--- config.mk ---
export PLATFORM = sky130hd
export DESIGN_NAME = ucp_cmd_interp
export DESIGN_NICKNAME = d
export VERILOG_FILES = /design/src/ucp_pkg.sv /design/src/ucp_cmd_interp.sv
export VERILOG_INCLUDE_DIRS = /design/src /design/src/src
export SDC_FILE = /design/constraint.sdc
export NUM_CORES = 1
export LEC_CHECK = 0
export CAP_MARGIN = 20
export CORE_ASPECT_RATIO = 0.75
export CORE_MARGIN = 2
export CORE_UTILIZATION = 32
export DETAILED_ROUTE_END_ITERATION = 6
export DONT_BUFFER_PORTS = 1
export GPL_ROUTABILITY_DRIVEN = 0
export MAX_ROUTING_LAYER = met4
export SYNTH_ARGS = -nofsm -noshare
export SYNTH_HDL_FRONTEND = slang
export SYNTH_SLANG_ARGS = --single-unit
--- constraint.sdc ---
create_clock -name core_clk_i -period 3.7 [get_ports core_clk_i]
set_clock_uncertainty 0.15 [all_clocks]
set_input_delay 0 -clock core_clk_i [delete_from_list [all_inputs] [get_ports core_clk_i]]
set_output_delay 0 -clock core_clk_i [all_outputs]
set_load 0.05 [all_outputs]
--- src/ucp_params.svh ---
`ifndef UCP_PARAMS_SVH
`define UCP_PARAMS_SVH

// ----------------------------------------
// Checksum
// ----------------------------------------
`define UCP_CRC_SEED 8'hFF
`define UCP_CRC_POLY 8'h07

// ----------------------------------------
// Characters
// ----------------------------------------
`define UCP_CH_DOLLAR 8'h24
`define UCP_CH_HASH 8'h23
`define UCP_CH_COMMA 8'h2C
`define UCP_CH_CR 8'h0D
`define UCP_CH_SP 8'h20
`define UCP_CH_HT 8'h09
`define UCP_CH_ZERO 8'h30
`define UCP_CH_NINE 8'h39
`define UCP_CH_N 8'h4E
`define UCP_CH_A 8'h41

// ----------------------------------------
// Command line limits and names (right aligned)
// ----------------------------------------
`define UCP_MAX_BODY 7'h63
`define UCP_NAME_MAX 3'h5
`define UCP_NM_IAF 40'h00_0069_6166
`define UCP_NM_IAU 40'h00_0069_6175
`define UCP_NM_IE 40'h00_0000_6965
`define UCP_NM_SAVE 40'h00_7361_7665
`define UCP_NM_XN 40'h00_0000_786E

// ----------------------------------------
// Status codes
// ----------------------------------------
`define UCP_ST_OK 4'h0
`define UCP_ST_INVALID 4'h1
`define UCP_ST_CRC 4'h2
`define UCP_ST_UNKNOWN 4'h3
`define UCP_ST_NPARAM 4'h4
`define UCP_ST_BADPARAM 4'h5
`define UCP_ST_NOSAVES 4'h6
`define UCP_ST_SAVEERR 4'h7
`define UCP_ST_TRIM 4'h8

// ----------------------------------------
// Decimal powers
// ----------------------------------------
`define UCP_POW0 16'h2710
`define UCP_POW1 16'h03E8
`define UCP_POW2 16'h0064
`define UCP_POW3 16'h000A
`define UCP_POW4 16'h0001
`define UCP_LAST_POW 3'h4

// ----------------------------------------
// Register map and reset values
// ----------------------------------------
`define UCP_REG_AXIS 8'h00
`define UCP_REG_FILT 8'h04
`define UCP_REG_UNIT 8'h08
`define UCP_REG_SAVES 8'h0C
`define UCP_REG_STAT 8'h10
`define UCP_RST_AXIS 3'h7
`define UCP_RST_FILT 24'h04_0404
`define UCP_RST_UNIT 8'h01
`define UCP_RST_SAVES 16'h0000

`endif

--- src/ucp_pkg.sv ---
package ucp_pkg;

	typedef enum logic [11:0]
	{
		S_IDLE = 12'b0000_0000_0001,
		S_RX = 12'b0000_0000_0010,
		S_EXEC = 12'b0000_0000_0100,
		S_SREQ = 12'b0000_0000_1000,
		S_SWAIT = 12'b0000_0001_0000,
		S_HASH = 12'b0000_0010_0000,
		S_NAME = 12'b0000_0100_0000,
		S_SEP = 12'b0000_1000_0000,
		S_LOAD = 12'b0001_0000_0000,
		S_NUM = 12'b0010_0000_0000,
		S_NA = 12'b0100_0000_0000,
		S_CR = 12'b1000_0000_0000
	} ucp_state_type;

	typedef enum logic [2:0]
	{
		C_NONE = 3'h0,
		C_IAF = 3'h1,
		C_IAU = 3'h2,
		C_IE = 3'h3,
		C_SAVE = 3'h4,
		C_XN = 3'h5
	} ucp_cmd_type;

endpackage : ucp_pkg
--- src/ucp_cmd_interp.sv ---
`timescale 1ns/10ps
`default_nettype none
`include "ucp_params.svh"

// What this block does
// - Checksum is CRC-8, polynomial x^8+x^2+x+1, register seeded with all ones.
// - CRC covers every character from start character through the final comma.
// - Checksum field is the CRC byte written in decimal ASCII, 0 to 255.
// - Commands and responses both end with the checksum as last field.
// - Second response field is status; zero means decoded and executed cleanly.
// - Status one when dollar sign missing or the line runs past the maximum body length.
// - Status two when received checksum differs from computed CRC.
// - Status three when a started command names an unknown command.
// - Status four, name echoed, on wrong parameter count.
// - Statuses one to three leave the command field empty.
// - Status five, name echoed, when parameter values are unacceptable; no command here takes parameters, so five is never returned.
// - Save with none remaining still saves, returns six and zero remaining.
// - Failed save returns seven with the current remaining count.
// - Clamped bias trim change returns eight with resulting offsets; no command here trims bias, so eight is never returned.
// - Several errors report only the lowest status code.
// - Error query returns accumulated error bytes then clears the accumulator.
// - Save writes all configuration to flash; terminate returns to normal mode.
// - Filter query returns X, Y, Z codes, NA for unconfigured axes.
// - Unit query returns one unit code; one means incremental velocity.
// - Response starts with hash, then name, status, comma fields, CR.
// - Command changes are volatile until reset unless saved; here reset loads the defaults even after a save.
module ucp_cmd_interp #(
	parameter int ERR_BYTES = 16
)(
	input wire logic core_clk_i,
	input wire logic nrst_i,
	input wire logic enter_utility_i,
	output logic utility_mode_o,
	input wire logic rx_valid_i,
	input wire logic [7:0] rx_data_i,
	output logic rx_ready_o,
	output logic tx_valid_o,
	output logic [7:0] tx_data_o,
	input wire logic tx_ready_i,
	output logic flash_save_req_o,
	input wire logic flash_save_done_i,
	input wire logic flash_save_fail_i,
	output logic [2:0] cfg_axis_o,
	output logic [23:0] cfg_acc_filt_o,
	output logic [7:0] cfg_acc_unit_o,
	input wire logic [8*ERR_BYTES-1:0] err_event_i,
	input wire logic [7:0] reg_addr_i,
	input wire logic [31:0] reg_wdata_i,
	input wire logic reg_wr_i,
	input wire logic reg_rd_i,
	output logic [31:0] reg_rdata_o
);
	import ucp_pkg::*;

	// ----------------------------------------
	// CRC step
	// ----------------------------------------
	function automatic logic [7:0] crc8_upd(input logic [7:0] c, input logic [7:0] d);
		logic [7:0] r;
		r = c ^ d;
		for (int i = 0; i < 8; i++)
		begin
			r = r[7] ? ({r[6:0], 1'b0} ^ `UCP_CRC_POLY) : {r[6:0], 1'b0};
		end
		return r;
	endfunction : crc8_upd

	ucp_state_type state_ff, nxt_state;
	ucp_cmd_type cmd_ff, cmd_dec;
	logic mode_ff, dollar_ok_ff, too_long_ff, name_ovf_ff, chk_bad_ff, chk_dig_ff;
	logic [6:0] len_ff, comma_cnt_ff;
	logic [39:0] name_ff;
	logic [2:0] name_len_ff, ci_ff, pi_ff;
	logic [7:0] rxcrc_ff, commacrc_ff, txcrc_ff, out_data_ff, emit_chr;
	logic [8:0] chk_ff;
	logic [3:0] status_ff, st_sel, dig_ff;
	logic [15:0] saves_ff, rep_saves_ff, num_ff, pow, val_mux;
	logic [8*ERR_BYTES-1:0] acc_ff, snap_ff;
	logic [4:0] fi_ff, val_cnt, last_fi, val_idx;
	logic lead_ff, out_vld_ff, emit_vld;
	logic [2:0] axis_ff;
	logic [23:0] filt_ff;
	logic [7:0] unit_ff;
	logic [31:0] rdata_ff;

	// ----------------------------------------
	// Receive decode
	// ----------------------------------------
	wire rx_take = rx_valid_i && rx_ready_o;
	wire rx_is_cr = rx_data_i == `UCP_CH_CR;
	wire rx_is_comma = rx_data_i == `UCP_CH_COMMA;
	wire rx_is_ws = (rx_data_i == `UCP_CH_SP) || (rx_data_i == `UCP_CH_HT);
	wire rx_is_digit = (rx_data_i >= `UCP_CH_ZERO) && (rx_data_i <= `UCP_CH_NINE);
	wire [7:0] rx_crc_nxt = crc8_upd(rxcrc_ff, rx_data_i);
	wire [11:0] chk_x10 = {chk_ff, 3'h0} + {2'h0, chk_ff, 1'h0} + {8'h00, rx_data_i[3:0]};
	wire in_name = comma_cnt_ff == 7'h00;

	assign rx_ready_o = mode_ff && ((state_ff == S_IDLE) || (state_ff == S_RX));

	// ----------------------------------------
	// Command parse
	// ----------------------------------------
	// A command arriving while a response is in flight is refused by rx_ready_o.
	always_ff @(posedge core_clk_i)
	begin
		if (!nrst_i)
		begin
			dollar_ok_ff <= 1'b0;
			too_long_ff <= 1'b0;
			len_ff <= 7'h00;
			comma_cnt_ff <= 7'h00;
			name_ff <= 40'h00_0000_0000;
			name_len_ff <= 3'h0;
			name_ovf_ff <= 1'b0;
			rxcrc_ff <= `UCP_CRC_SEED;
			commacrc_ff <= `UCP_CRC_SEED;
			chk_ff <= 9'h000;
			chk_bad_ff <= 1'b0;
			chk_dig_ff <= 1'b0;
		end
		else if (rx_take && state_ff == S_IDLE)
		begin
			dollar_ok_ff <= rx_data_i == `UCP_CH_DOLLAR;
			too_long_ff <= 1'b0;
			len_ff <= 7'h01;
			comma_cnt_ff <= 7'h00;
			name_ff <= 40'h00_0000_0000;
			name_len_ff <= 3'h0;
			name_ovf_ff <= 1'b0;
			rxcrc_ff <= crc8_upd(`UCP_CRC_SEED, rx_data_i);
			chk_ff <= 9'h000;
			chk_bad_ff <= 1'b0;
			chk_dig_ff <= 1'b0;
		end
		else if (rx_take && !rx_is_cr)
		begin
			len_ff <= (len_ff == 7'h7F) ? len_ff : len_ff + 7'h01;
			too_long_ff <= too_long_ff || (len_ff >= `UCP_MAX_BODY);
			rxcrc_ff <= rx_crc_nxt;
			if (rx_is_comma)
			begin
				comma_cnt_ff <= (comma_cnt_ff == 7'h7F) ? comma_cnt_ff : comma_cnt_ff + 7'h01;
				commacrc_ff <= rx_crc_nxt;
				chk_ff <= 9'h000;
				chk_bad_ff <= 1'b0;
				chk_dig_ff <= 1'b0;
			end
			else if (in_name)
			begin
				if (name_len_ff == `UCP_NAME_MAX)
					name_ovf_ff <= 1'b1;
				else
				begin
					name_ff <= {name_ff[31:0], rx_data_i};
					name_len_ff <= name_len_ff + 3'h1;
				end
			end
			else if (rx_is_digit)
			begin
				chk_dig_ff <= 1'b1;
				if (chk_x10 > 12'h0FF)
					chk_bad_ff <= 1'b1;
				else
					chk_ff <= chk_x10[8:0];
			end
			else if (!(rx_is_ws && !chk_dig_ff))
				chk_bad_ff <= 1'b1;
		end
	end

	// ----------------------------------------
	// Status selection
	// ----------------------------------------
	assign cmd_dec = name_ovf_ff ? C_NONE :
		(name_ff == `UCP_NM_IAF) ? C_IAF :
		(name_ff == `UCP_NM_IAU) ? C_IAU :
		(name_ff == `UCP_NM_IE) ? C_IE :
		(name_ff == `UCP_NM_SAVE) ? C_SAVE :
		(name_ff == `UCP_NM_XN) ? C_XN : C_NONE;

	wire crc_bad = in_name || chk_bad_ff || !chk_dig_ff || (chk_ff != {1'b0, commacrc_ff});

	// Ascending chain so the lowest applicable code wins. None of the commands
	// here takes parameters or trims bias, so codes five and eight never arise.
	assign st_sel = (!dollar_ok_ff || too_long_ff) ? `UCP_ST_INVALID :
		crc_bad ? `UCP_ST_CRC :
		(cmd_dec == C_NONE) ? `UCP_ST_UNKNOWN :
		(comma_cnt_ff != 7'h01) ? `UCP_ST_NPARAM : `UCP_ST_OK;

	wire exec_ok = (state_ff == S_EXEC) && (st_sel == `UCP_ST_OK);
	wire err_clr = exec_ok && (cmd_dec == C_IE);

	always_ff @(posedge core_clk_i)
	begin
		if (!nrst_i)
		begin
			status_ff <= `UCP_ST_OK;
			cmd_ff <= C_NONE;
			rep_saves_ff <= 16'h0000;
		end
		else if (state_ff == S_EXEC)
		begin
			status_ff <= st_sel;
			cmd_ff <= cmd_dec;
		end
		else if (state_ff == S_SWAIT && flash_save_fail_i)
		begin
			status_ff <= `UCP_ST_SAVEERR;
			rep_saves_ff <= saves_ff;
		end
		else if (state_ff == S_SWAIT && flash_save_done_i)
		begin
			status_ff <= (saves_ff == 16'h0000) ? `UCP_ST_NOSAVES : `UCP_ST_OK;
			rep_saves_ff <= (saves_ff == 16'h0000) ? 16'h0000 : saves_ff - 16'h0001;
		end
	end

	// New events in the clearing cycle survive the clear.
	always_ff @(posedge core_clk_i)
	begin
		if (!nrst_i)
		begin
			acc_ff <= '0;
			snap_ff <= '0;
		end
		else
		begin
			acc_ff <= (err_clr ? '0 : acc_ff) | err_event_i;
			if (err_clr)
				snap_ff <= acc_ff;
		end
	end

	// ----------------------------------------
	// Response field values
	// ----------------------------------------
	wire has_vals = (status_ff == `UCP_ST_OK) ||
		((cmd_ff == C_SAVE) && (status_ff == `UCP_ST_NOSAVES || status_ff == `UCP_ST_SAVEERR));
	assign val_cnt = !has_vals ? 5'h00 :
		(cmd_ff == C_IAF) ? 5'h03 :
		(cmd_ff == C_IAU || cmd_ff == C_SAVE) ? 5'h01 :
		(cmd_ff == C_IE) ? 5'(ERR_BYTES) : 5'h00;
	assign last_fi = val_cnt + 5'h01;
	assign val_idx = fi_ff - 5'h01;
	wire echo = (status_ff == `UCP_ST_OK) || (status_ff >= `UCP_ST_NPARAM);
	wire name_more = echo && (ci_ff < name_len_ff);
	wire [7:0] name_chr = name_ff[8*(name_len_ff-ci_ff-3'h1) +: 8];
	wire load_na = (cmd_ff == C_IAF) && (fi_ff != 5'h00) && (fi_ff != last_fi) &&
		!axis_ff[val_idx[1:0]];

	assign val_mux = (fi_ff == 5'h00) ? {12'h000, status_ff} :
		(fi_ff == last_fi) ? {8'h00, txcrc_ff} :
		(cmd_ff == C_IAF) ? {8'h00, filt_ff[8*val_idx[1:0] +: 8]} :
		(cmd_ff == C_IAU) ? {8'h00, unit_ff} :
		(cmd_ff == C_IE) ? {8'h00, snap_ff[8*(ERR_BYTES-1-int'(val_idx)) +: 8]} :
		rep_saves_ff;

	assign pow = (pi_ff == 3'h0) ? `UCP_POW0 : (pi_ff == 3'h1) ? `UCP_POW1 :
		(pi_ff == 3'h2) ? `UCP_POW2 : (pi_ff == 3'h3) ? `UCP_POW3 : `UCP_POW4;
	wire num_ge = num_ff >= pow;
	wire dig_show = (dig_ff != 4'h0) || lead_ff || (pi_ff == `UCP_LAST_POW);
	wire can_emit = !out_vld_ff || tx_ready_i;
	wire fire = emit_vld && can_emit;
	wire step = !emit_vld || can_emit;
	wire crc_phase = !((state_ff == S_NUM) && (fi_ff == last_fi)) && (state_ff != S_CR);

	// ----------------------------------------
	// Sequencer
	// ----------------------------------------
	always_comb
	begin
		emit_vld = 1'b0;
		emit_chr = 8'h00;
		nxt_state = state_ff;
		unique case (state_ff)
			S_IDLE: if (rx_take) nxt_state = rx_is_cr ? S_EXEC : S_RX;
			S_RX: if (rx_take && rx_is_cr) nxt_state = S_EXEC;
			S_EXEC: nxt_state = (st_sel == `UCP_ST_OK && cmd_dec == C_SAVE) ? S_SREQ : S_HASH;
			S_SREQ: nxt_state = S_SWAIT;
			S_SWAIT: if (flash_save_fail_i || flash_save_done_i) nxt_state = S_HASH;
			S_HASH:
			begin
				emit_vld = 1'b1;
				emit_chr = `UCP_CH_HASH;
				if (can_emit) nxt_state = S_NAME;
			end
			S_NAME:
			begin
				emit_vld = name_more;
				emit_chr = name_chr;
				if (!name_more) nxt_state = S_SEP;
			end
			S_SEP:
			begin
				emit_vld = 1'b1;
				emit_chr = `UCP_CH_COMMA;
				if (can_emit) nxt_state = S_LOAD;
			end
			S_LOAD: nxt_state = load_na ? S_NA : S_NUM;
			S_NUM:
			begin
				emit_vld = !num_ge && dig_show;
				emit_chr = `UCP_CH_ZERO + {4'h0, dig_ff};
				if (!num_ge && step && pi_ff == `UCP_LAST_POW)
					nxt_state = (fi_ff == last_fi) ? S_CR : S_SEP;
			end
			S_NA:
			begin
				emit_vld = 1'b1;
				emit_chr = ci_ff[0] ? `UCP_CH_A : `UCP_CH_N;
				if (can_emit && ci_ff[0]) nxt_state = S_SEP;
			end
			S_CR:
			begin
				emit_vld = 1'b1;
				emit_chr = `UCP_CH_CR;
				if (can_emit) nxt_state = S_IDLE;
			end
		endcase
	end

	always_ff @(posedge core_clk_i)
	begin
		if (!nrst_i)
			state_ff <= S_IDLE;
		else
			state_ff <= nxt_state;
	end

	always_ff @(posedge core_clk_i)
	begin
		if (!nrst_i)
		begin
			fi_ff <= 5'h00;
			ci_ff <= 3'h0;
			pi_ff <= 3'h0;
			dig_ff <= 4'h0;
			lead_ff <= 1'b0;
			num_ff <= 16'h0000;
		end
		else if (state_ff == S_HASH || state_ff == S_LOAD)
		begin
			fi_ff <= (state_ff == S_HASH) ? 5'h00 : fi_ff;
			ci_ff <= 3'h0;
			pi_ff <= 3'h0;
			dig_ff <= 4'h0;
			lead_ff <= 1'b0;
			num_ff <= val_mux;
		end
		else if ((state_ff == S_NAME || state_ff == S_NA) && fire)
		begin
			ci_ff <= ci_ff + 3'h1;
			fi_ff <= (state_ff == S_NA && ci_ff[0]) ? fi_ff + 5'h01 : fi_ff;
		end
		else if (state_ff == S_NUM && num_ge)
		begin
			num_ff <= num_ff - pow;
			dig_ff <= dig_ff + 4'h1;
		end
		else if (state_ff == S_NUM && step)
		begin
			dig_ff <= 4'h0;
			lead_ff <= dig_show;
			pi_ff <= pi_ff + 3'h1;
			fi_ff <= (pi_ff == `UCP_LAST_POW) ? fi_ff + 5'h01 : fi_ff;
		end
	end

	// Checksum of the outgoing line, frozen once the checksum field starts.
	always_ff @(posedge core_clk_i)
	begin
		if (!nrst_i)
			txcrc_ff <= `UCP_CRC_SEED;
		else if (fire && crc_phase)
			txcrc_ff <= crc8_upd((state_ff == S_HASH) ? `UCP_CRC_SEED : txcrc_ff, emit_chr);
	end

	always_ff @(posedge core_clk_i)
	begin
		if (!nrst_i)
		begin
			out_vld_ff <= 1'b0;
			out_data_ff <= 8'h00;
		end
		else if (fire)
		begin
			out_vld_ff <= 1'b1;
			out_data_ff <= emit_chr;
		end
		else if (tx_ready_i)
			out_vld_ff <= 1'b0;
	end

	assign tx_valid_o = out_vld_ff;
	assign tx_data_o = out_data_ff;
	assign flash_save_req_o = state_ff == S_SREQ;

	// ----------------------------------------
	// Mode and registers
	// ----------------------------------------
	always_ff @(posedge core_clk_i)
	begin
		if (!nrst_i)
			mode_ff <= 1'b0;
		else if (state_ff == S_CR && can_emit && cmd_ff == C_XN && status_ff == `UCP_ST_OK)
			mode_ff <= 1'b0;
		else if (enter_utility_i)
			mode_ff <= 1'b1;
	end

	wire wr_axis = reg_wr_i && reg_addr_i == `UCP_REG_AXIS;
	wire wr_filt = reg_wr_i && reg_addr_i == `UCP_REG_FILT;
	wire wr_unit = reg_wr_i && reg_addr_i == `UCP_REG_UNIT;
	wire wr_saves = reg_wr_i && reg_addr_i == `UCP_REG_SAVES;
	wire save_dec = state_ff == S_SWAIT && flash_save_done_i && !flash_save_fail_i &&
		saves_ff != 16'h0000;

	// Settings are volatile: reset restores defaults, even after a save.
	always_ff @(posedge core_clk_i)
	begin
		if (!nrst_i)
		begin
			axis_ff <= `UCP_RST_AXIS;
			filt_ff <= `UCP_RST_FILT;
			unit_ff <= `UCP_RST_UNIT;
			saves_ff <= `UCP_RST_SAVES;
		end
		else
		begin
			axis_ff <= wr_axis ? reg_wdata_i[2:0] : axis_ff;
			filt_ff <= wr_filt ? reg_wdata_i[23:0] : filt_ff;
			unit_ff <= wr_unit ? reg_wdata_i[7:0] : unit_ff;
			saves_ff <= wr_saves ? reg_wdata_i[15:0] : save_dec ? saves_ff - 16'h0001 : saves_ff;
		end
	end

	wire [31:0] rd_val = (reg_addr_i == `UCP_REG_AXIS) ? {29'h0000_0000, axis_ff} :
		(reg_addr_i == `UCP_REG_FILT) ? {8'h00, filt_ff} :
		(reg_addr_i == `UCP_REG_UNIT) ? {24'h00_0000, unit_ff} :
		(reg_addr_i == `UCP_REG_SAVES) ? {16'h0000, saves_ff} :
		(reg_addr_i == `UCP_REG_STAT) ?
		{26'h000_0000, state_ff != S_IDLE, mode_ff, status_ff} : 32'h0000_0000;

	always_ff @(posedge core_clk_i)
	begin
		if (!nrst_i)
			rdata_ff <= 32'h0000_0000;
		else
			rdata_ff <= reg_rd_i ? rd_val : 32'h0000_0000;
	end

	assign reg_rdata_o = rdata_ff;
	assign utility_mode_o = mode_ff;
	assign cfg_axis_o = axis_ff;
	assign cfg_acc_filt_o = filt_ff;
	assign cfg_acc_unit_o = unit_ff;

	// ----------------------------------------
	// Assertions
	// ----------------------------------------
	AST_CRC_SEED: assert property (@(posedge core_clk_i) disable iff (!nrst_i)
		(state_ff == S_HASH && can_emit) |=> txcrc_ff == crc8_upd(`UCP_CRC_SEED, `UCP_CH_HASH))
		else $error("tx checksum not seeded from all ones");
	AST_NUM_DIGIT: assert property (@(posedge core_clk_i) disable iff (!nrst_i)
		(state_ff == S_NUM && fire) |=> (tx_data_o >= `UCP_CH_ZERO && tx_data_o <= `UCP_CH_NINE))
		else $error("number field emitted a non digit");
	AST_CRC_MISMATCH: assert property (@(posedge core_clk_i) disable iff (!nrst_i)
		(state_ff == S_EXEC && dollar_ok_ff && !too_long_ff && !in_name && chk_dig_ff &&
		!chk_bad_ff && chk_ff[7:0] != commacrc_ff) |=> status_ff == `UCP_ST_CRC)
		else $error("checksum mismatch not reported as two");
	AST_NO_DOLLAR: assert property (@(posedge core_clk_i) disable iff (!nrst_i)
		(state_ff == S_EXEC && !dollar_ok_ff) |=> (status_ff == `UCP_ST_INVALID && state_ff == S_HASH))
		else $error("missing start character not reported as one");
	AST_EMPTY_NAME: assert property (@(posedge core_clk_i) disable iff (!nrst_i)
		(state_ff == S_NAME && status_ff >= `UCP_ST_INVALID && status_ff <= `UCP_ST_UNKNOWN)
		|-> !emit_vld ##1 state_ff == S_SEP)
		else $error("command field not empty on early failure");
	AST_SAVE_EXHAUSTED: assert property (@(posedge core_clk_i) disable iff (!nrst_i)
		(state_ff == S_SWAIT && flash_save_done_i && !flash_save_fail_i && saves_ff == 16'h0000)
		|=> (status_ff == `UCP_ST_NOSAVES && rep_saves_ff == 16'h0000))
		else $error("exhausted save not reported as six with zero");
	AST_SAVE_FAIL: assert property (@(posedge core_clk_i) disable iff (!nrst_i)
		(state_ff == S_SWAIT && flash_save_fail_i)
		|=> (status_ff == `UCP_ST_SAVEERR && rep_saves_ff == $past(saves_ff)))
		else $error("failed save not reported as seven with count");
	AST_ERR_CLEAR: assert property (@(posedge core_clk_i) disable iff (!nrst_i)
		err_clr |=> (snap_ff == $past(acc_ff) && acc_ff == $past(err_event_i)))
		else $error("error query did not snapshot and clear");
	AST_HASH_FIRST: assert property (@(posedge core_clk_i) disable iff (!nrst_i)
		(state_ff == S_HASH && can_emit) |=> (tx_valid_o && tx_data_o == `UCP_CH_HASH))
		else $error("response does not open with hash");
	AST_SAVE_REQ: assert property (@(posedge core_clk_i) disable iff (!nrst_i)
		(exec_ok && cmd_dec == C_SAVE) |=> flash_save_req_o ##1 !flash_save_req_o)
		else $error("save did not pulse the flash request once");
	AST_LEAVE: assert property (@(posedge core_clk_i) disable iff (!nrst_i)
		(state_ff == S_CR && can_emit && cmd_ff == C_XN && status_ff == `UCP_ST_OK)
		|=> !utility_mode_o)
		else $error("terminate did not leave utility mode");

endmodule : ucp_cmd_interp

`default_nettype wire

==> flow_summary.ini, run 1 <==
[drt]
route.detailed.drc = 0
viasPerCell = 5.212
vias = 23330
dr.pass1.iters = 6
drtIter0Drc = 2284
wirelength_mm = 82.92
wire_per_inst_microns = 18.53
ant_nets = 0

[synth]
synth_area_per_cell_sq_um = 8.332
synthTopCellsByArea = dfxtp_1 42%, nand2_1 8.3%, o21ai_0 6.3%, mux4_2 3.8%, nand3_1 3.3%
yosys.area_share.simple = 0.2299
yosys_warnings = 0
synth_edf_count = 0
yosysTopAreaCell = dfxtp_1
syn-cell-area_sq_um = 23760
synth_cell_type_count = 82
ys.flop_type = dfxtp_1
synth-compound-area-share = 0.1622
syn_inst = 2852
synth_fa_ha_area_frac = 0.03580
synth_seq_cells = 502
synth_xor_area_frac = 0.04075
async_flop_share = 0
yosysSeqAreaShare = 0.4229
synth_top_area_frac = 0.4229
muxShareOfSynthArea = 0.06587
synth_top_family_by_area = simple AND/OR/NAND/NOR gates

[clock_tree]
clkSinkCount = 502
htree_levels = 2
worstSkewPairLatency_ps = 620
cts_buffers = 50
clock-root-buffer = clkbuf_16
path_clk_slew_ps = 70
cts_tree = done
clockBufferDepth = 3

[setup_path]
required_ps = 4010
ff2ff_setup_slack_ps = 20
arrival_ps = 3990
setup.worst_path.end_class = register
start_kind = register
path_max_fanout = 5
reg2reg_depth = 16
setup.worst_path.class = register to register

[timing]
finalSetupViolations = 0
period_needed_ps = 3682
relSlewSlack = 0.2466
post-route-period-util = 0.9952
final_max_slew_viol_count = 0
whs_ps = -634.1
rsz0062_at_grt = true
fmax_ghz = 0.2716
hold_violations = 124
worst_pin_slew_ps = 1130

[cells_and_area]
layout-drive-gt1-share = 0.1093
fillerInstances = 6931
seq_area_sq_um = 10060
final_util = 0.4566
fin_cells = 4475
area_growth_pct = 41.21
multi_input_area_sq_um = 13080
final_cell_mix = 608 x dlygate4sd3_1, 522 x nand2_1, 496 x dfxtp_1
layout_commonest_cell = dlygate4sd3_1
nNetsFinal = 3714

[outcome]
outcome = complete, but fails checks
violations = negative hold slack

[power]
ir_drop_v = 0.0003521
power_density_nw_per_um2 = 404.2
leakage_nw = 12.32

[global_route]
grt_pass1_wl_mm = 128.5
gr-total-overflow = 0
grt_use_total = 0.2171
grt_max_degree = 441
first_global_vias = 22330
antenna_found_initial = 5

[die]
start_util = 0.3233
die-area_sq_um = 76480
die_h_microns = 240.0
core_sq_um = 73490
rows = 86
io_pins = 264
die_width_microns = 318.7

[hold_path]
holdPathStages = 1
hp-class = input port to register

[placement]
portBuffers = 0
placed_cells = 3763
dp_hpwl_mm = 53.83

[flow_run]
max_cap_violations = 0
## cells by family (layout without fill, tap and decap cells)
logic type                 Yosys count  after routing
AOI/OAI and AO/OA                  666            666
xor gates and xnor gates           109            109
adders and majority gates           65             65
buffers and inverters              242            886
DFF                                502            502
muxes                              104            104
other                                1             12
and+or+nand+nor                   1163           1163
## registers in the layout (all words and copies together), names as in the netlist, 9 cells and up
register / flops
acc_ff: 128
cfg_acc_filt_o: 24
chk_ff: 9
name_ff: 40
num_ff: 16
reg_rdata_o: 24
rep_saves_ff: 16
saves_ff: 16
snap_ff: 128
state_ff: 12
## worst max-delay path, cell delays in order (launching register included)
cell      delay [ps]
dfxtp_4          380
inv_4             50
ha_4             170
o31ai_4          290
nor2b_4          210
ha_4             150
fa_2             210
nand2b_4         130
a21oi_2           60
o21a_1           200
o31a_1           360
nor2_4           140
a31oi_4          140
or4_4            590
buf_6            150
nand2_1           60
o211ai_1          90
## worst paths after layout
path,end,start
max,txcrc_ff[7],pi_ff[0]
min,commacrc_ff[1],nrst_i
max reg2reg,txcrc_ff[7],pi_ff[0]
min reg2reg,snap_ff[121],snap_ff[121]
## metrics by stage
step	TNS [ps]	instance area [sq um]	setup slack, ps	hold WS (ps)	total power [mW]
2_1_floorplan	-115.6	23790	-115.6	-41.38	7.123
3_3_place_gp	-770.2	25330	-123.5	-58.13	7.574
3_5_place_dp	-1867	25330	-203.9	-51.33	7.588
4_1_cts	0	33170	1.144	-704.2	13.49
5_1_grt	-954.5	33550	-139.4	-710.8	14.12
6_report	0	33560	17.72	-634.1	13.56
## cell usage after synthesis (all sizes together) (9+ instances only)
master    n
or3      21
mux4     40
a211oi   27
buf      43
nor3     52
nor2    193
or4      11
and2     20
dfxtp   502
o21ai   341
nand2   525
nor2b    28
nor4     25
nor3b     9
a21oi   152
mux2     19
a22o     19
nand4    16
o211ai   24
xnor2    60
a311oi    9
clkbuf  152
a21o     10
o311ai   11
nand2b   15
and3     19
ha       60
nand3b   11
nand3   178
xor2     48
a22oi    11
mux2i    45
inv      45
## where the power goes
group          total [mW]  switching [mW]  leakage [nW]  internal (mW)
Combinational        2.37            1.23          7.40           1.14
Clock                5.41            2.37         0.817           3.05
Sequential           5.78           0.166          4.10           5.62
## timing repair
action / 4_1_cts / 5_1_grt
resized for setup: 12 / 71
cloned: 0 / 1
pin swaps: 2 / 20
endpoints found under the hold margin: 501 / 181
buffers inserted: 0 / 6
hold buffers: 607 / 2
endpoints found under the setup margin: 23 / 258
## per-layer routing
layer  wire, microns  GRT usage  part of all wire
met5               0          -                 0
met4            1573    0.04969             0.019
met3            6330    0.04144             0.076
met2           35700     0.3263              0.43
met1           39320     0.3011              0.47
## layout make-up
class,count,share of cell area
sequential,502,0.2999
timing repair buffer,748,0.2180
antenna,4,0.0002983
tap,968,0.03609
multi-input combinational,2115,0.3897
clock inverter,22,0.008501
inverter,47,0.005407
clock buffer,69,0.04213
Power figures use the tool's default switching activity.
==> run 2, diff against run 1 <==
--- a/constraint.sdc
+++ b/constraint.sdc
@@ -3,3 +3,3 @@
 set_input_delay 0 -clock core_clk_i [delete_from_list [all_inputs] [get_ports core_clk_i]]
 set_output_delay 0 -clock core_clk_i [all_outputs]
-set_load 0.05 [all_outputs]
+set_load 0.01 [all_outputs]
==> flow_summary.ini, run 2 (synthesized netlist as in run 1, its figures left out) <==
[hold_path]
hp-class = input port to register

[cells_and_area]
area_growth_pct = 42.20
fillerInstances = 6890
layout_commonest_cell = dlygate4sd3_1
nNetsFinal = 3731
largestRegisters = acc_ff x128, snap_ff x128, name_ff x40
fin_area_sq_um = 33790
final_cell_mix = 622 x dlygate4sd3_1, 522 x nand2_1, 495 x dfxtp_1
layout-drive-gt1-share = 0.1161

[placement]
dp_hpwl_mm = 53.90
portBuffers = 0
place_area_sq_um = 25320

[timing]
worst_pin_slew_ps = 1695
hold_violations = 59
post-route-period-util = 0.9914
relSlewSlack = -0.1302
whs_ps = -611.3
fmax_ghz = 0.2726
finalSetupViolations = 0
rsz0062_at_grt = true
final_max_slew_viol_count = 151
period_needed_ps = 3668

[drt]
wire_per_inst_microns = 18.79
route.detailed.drc = 0
viasPerCell = 5.178
wirelength_mm = 84.41
drtIter0Drc = 2174
vias = 23260
dr.pass1.iters = 5
ant_nets = 0

[die]
start_util = 0.3233
core_sq_um = 73490
io_pins = 264
die_h_microns = 240.0
rows = 86
die_width_microns = 318.7
die-area_sq_um = 76480

[setup_path]
path_max_fanout = 9
required_ps = 3990
start_kind = register
setup.worst_path.end_class = register
arrival_ps = 3960
setup.worst_path.class = register to register

[power]
p_int_mw = 9.904
leakage_nw = 12.39
power.share.combinational = 0.174
p_sw_mw = 3.736
pwr-share-seq = 0.423
switching_share = 0.2739
ir_drop_v = 0.0003176
clkPwrFrac = 0.403
power_density_nw_per_um2 = 403.7

[global_route]
antenna_found_initial = 2
grt_pass1_wl_mm = 129.8
grt_use_total = 0.2197
gr-total-overflow = 0
grt_max_degree = 441
first_global_vias = 22380

[clock_tree]
htree_levels = 2
clkSinkCount = 502
worstSkewPairLatency_ps = 620
cts_tree = done
path_clk_slew_ps = 70
cts_buffers = 51
clockBufferDepth = 3
clock-root-buffer = clkbuf_16

[outcome]
outcome = complete, but fails checks
violations = negative hold slack, max-slew violations

[flow_run]
max_cap_violations = 0
-- run 2: cell count changes in the layout (fill, tap and decap cells not counted), moves of 4 or more --
| cell | before | now |
|---|---|---|
| clkbuf_8 | 7 | 14 |
| clkbuf_1 | 11 | 7 |
| dlygate4sd3_1 | 608 | 622 |
| inv_2 | 1 | 6 |
| o21ai_1 | 49 | 45 |
| a21oi_2 | 3 | 7 |
-- run 2: layer usage --
layer | routed length (microns) | vias up | GRT usage
met5 | 0 | - | -
met1 | 40000 | 11050 | 0.3031
met2 | 36240 | 821 | 0.3255
met3 | 6541 | 128 | 0.05020
li1 | - | 11270 | -
met4 | 1627 | 0 | 0.05027
-- run 2: layout make-up --
cell class / count / area (sq um) / share of cell area
inverter: 47 / 176.4 / 0.005221
sequential: 502 / 10060 / 0.2978
tap: 968 / 1211 / 0.03584
clock inverter: 22 / 270.3 / 0.007998
multi-input combinational: 2115 / 13130 / 0.3885
antenna: 2 / 5.005 / 0.0001481
timing repair buffer: 764 / 7440 / 0.2202
clock buffer: 72 / 1495 / 0.04425
-- run 2: worst paths after layout --
check / slack [ps] / cells after the start / endpoint / from
worst max-delay path: 30 / 16 / txcrc_ff[2] / pi_ff[0]
worst min register to register: 310 / 2 / snap_ff[95] / snap_ff[95]
worst min-delay path: -610 / 1 / commacrc_ff[1] / nrst_i
worst max register to register: 30 / 16 / txcrc_ff[2] / pi_ff[0]
-- run 2: timing repair --
item | in CTS | in global routing
hold endpoints to repair | 496 | 193
pin swaps | 2 | 29
setup endpoints to repair | 16 | 154
hold buffers | 595 | 28
setup buffers | 0 | 6
gates cloned | 0 | 2
resized for setup | 13 | 87
-- run 2: metrics by stage --
step	worst slack, ps	utilization	setup TNS [ps]	power [mW]	instances
floorplan	-115.6	-	-115.6	7.080	2859
global placement	-29.59	0.3445	-56.93	7.535	3765
detailed placement	-66.13	0.3445	-373.3	7.548	3765
CTS	0.1652	0.4504	0	13.56	4454
global route	-63.40	0.4598	-638.7	14.19	4492
finish	31.78	0.4598	0	13.64	4492
-- run 2: worst max-delay path, cell delays in order, from the launching register on --
cell,delay (ps)
dfxtp_4,370
inv_2,70
ha_4,180
o31ai_4,260
nor2b_4,200
ha_4,150
fa_2,190
nand2b_4,120
a21oi_1,80
o21a_1,210
o31a_1,320
nor2_4,150
a31oi_4,130
or4_4,590
buf_6,150
nand2_1,60
o211ai_1,90
-- run 2: power by group through the flow --
| stage | clock (mW) | combinational (mW) | sequential (mW) |
|---|---|---|---|
| after global routing | 5.84 | 2.56 | 5.79 |
| after CTS | 5.60 | 2.20 | 5.76 |
| after floorplan | 0 | 1.26 | 5.82 |
| after detailed placement | 0 | 1.67 | 5.88 |
| after global placement | 0 | 1.66 | 5.87 |
| final | 5.49 | 2.38 | 5.77 |
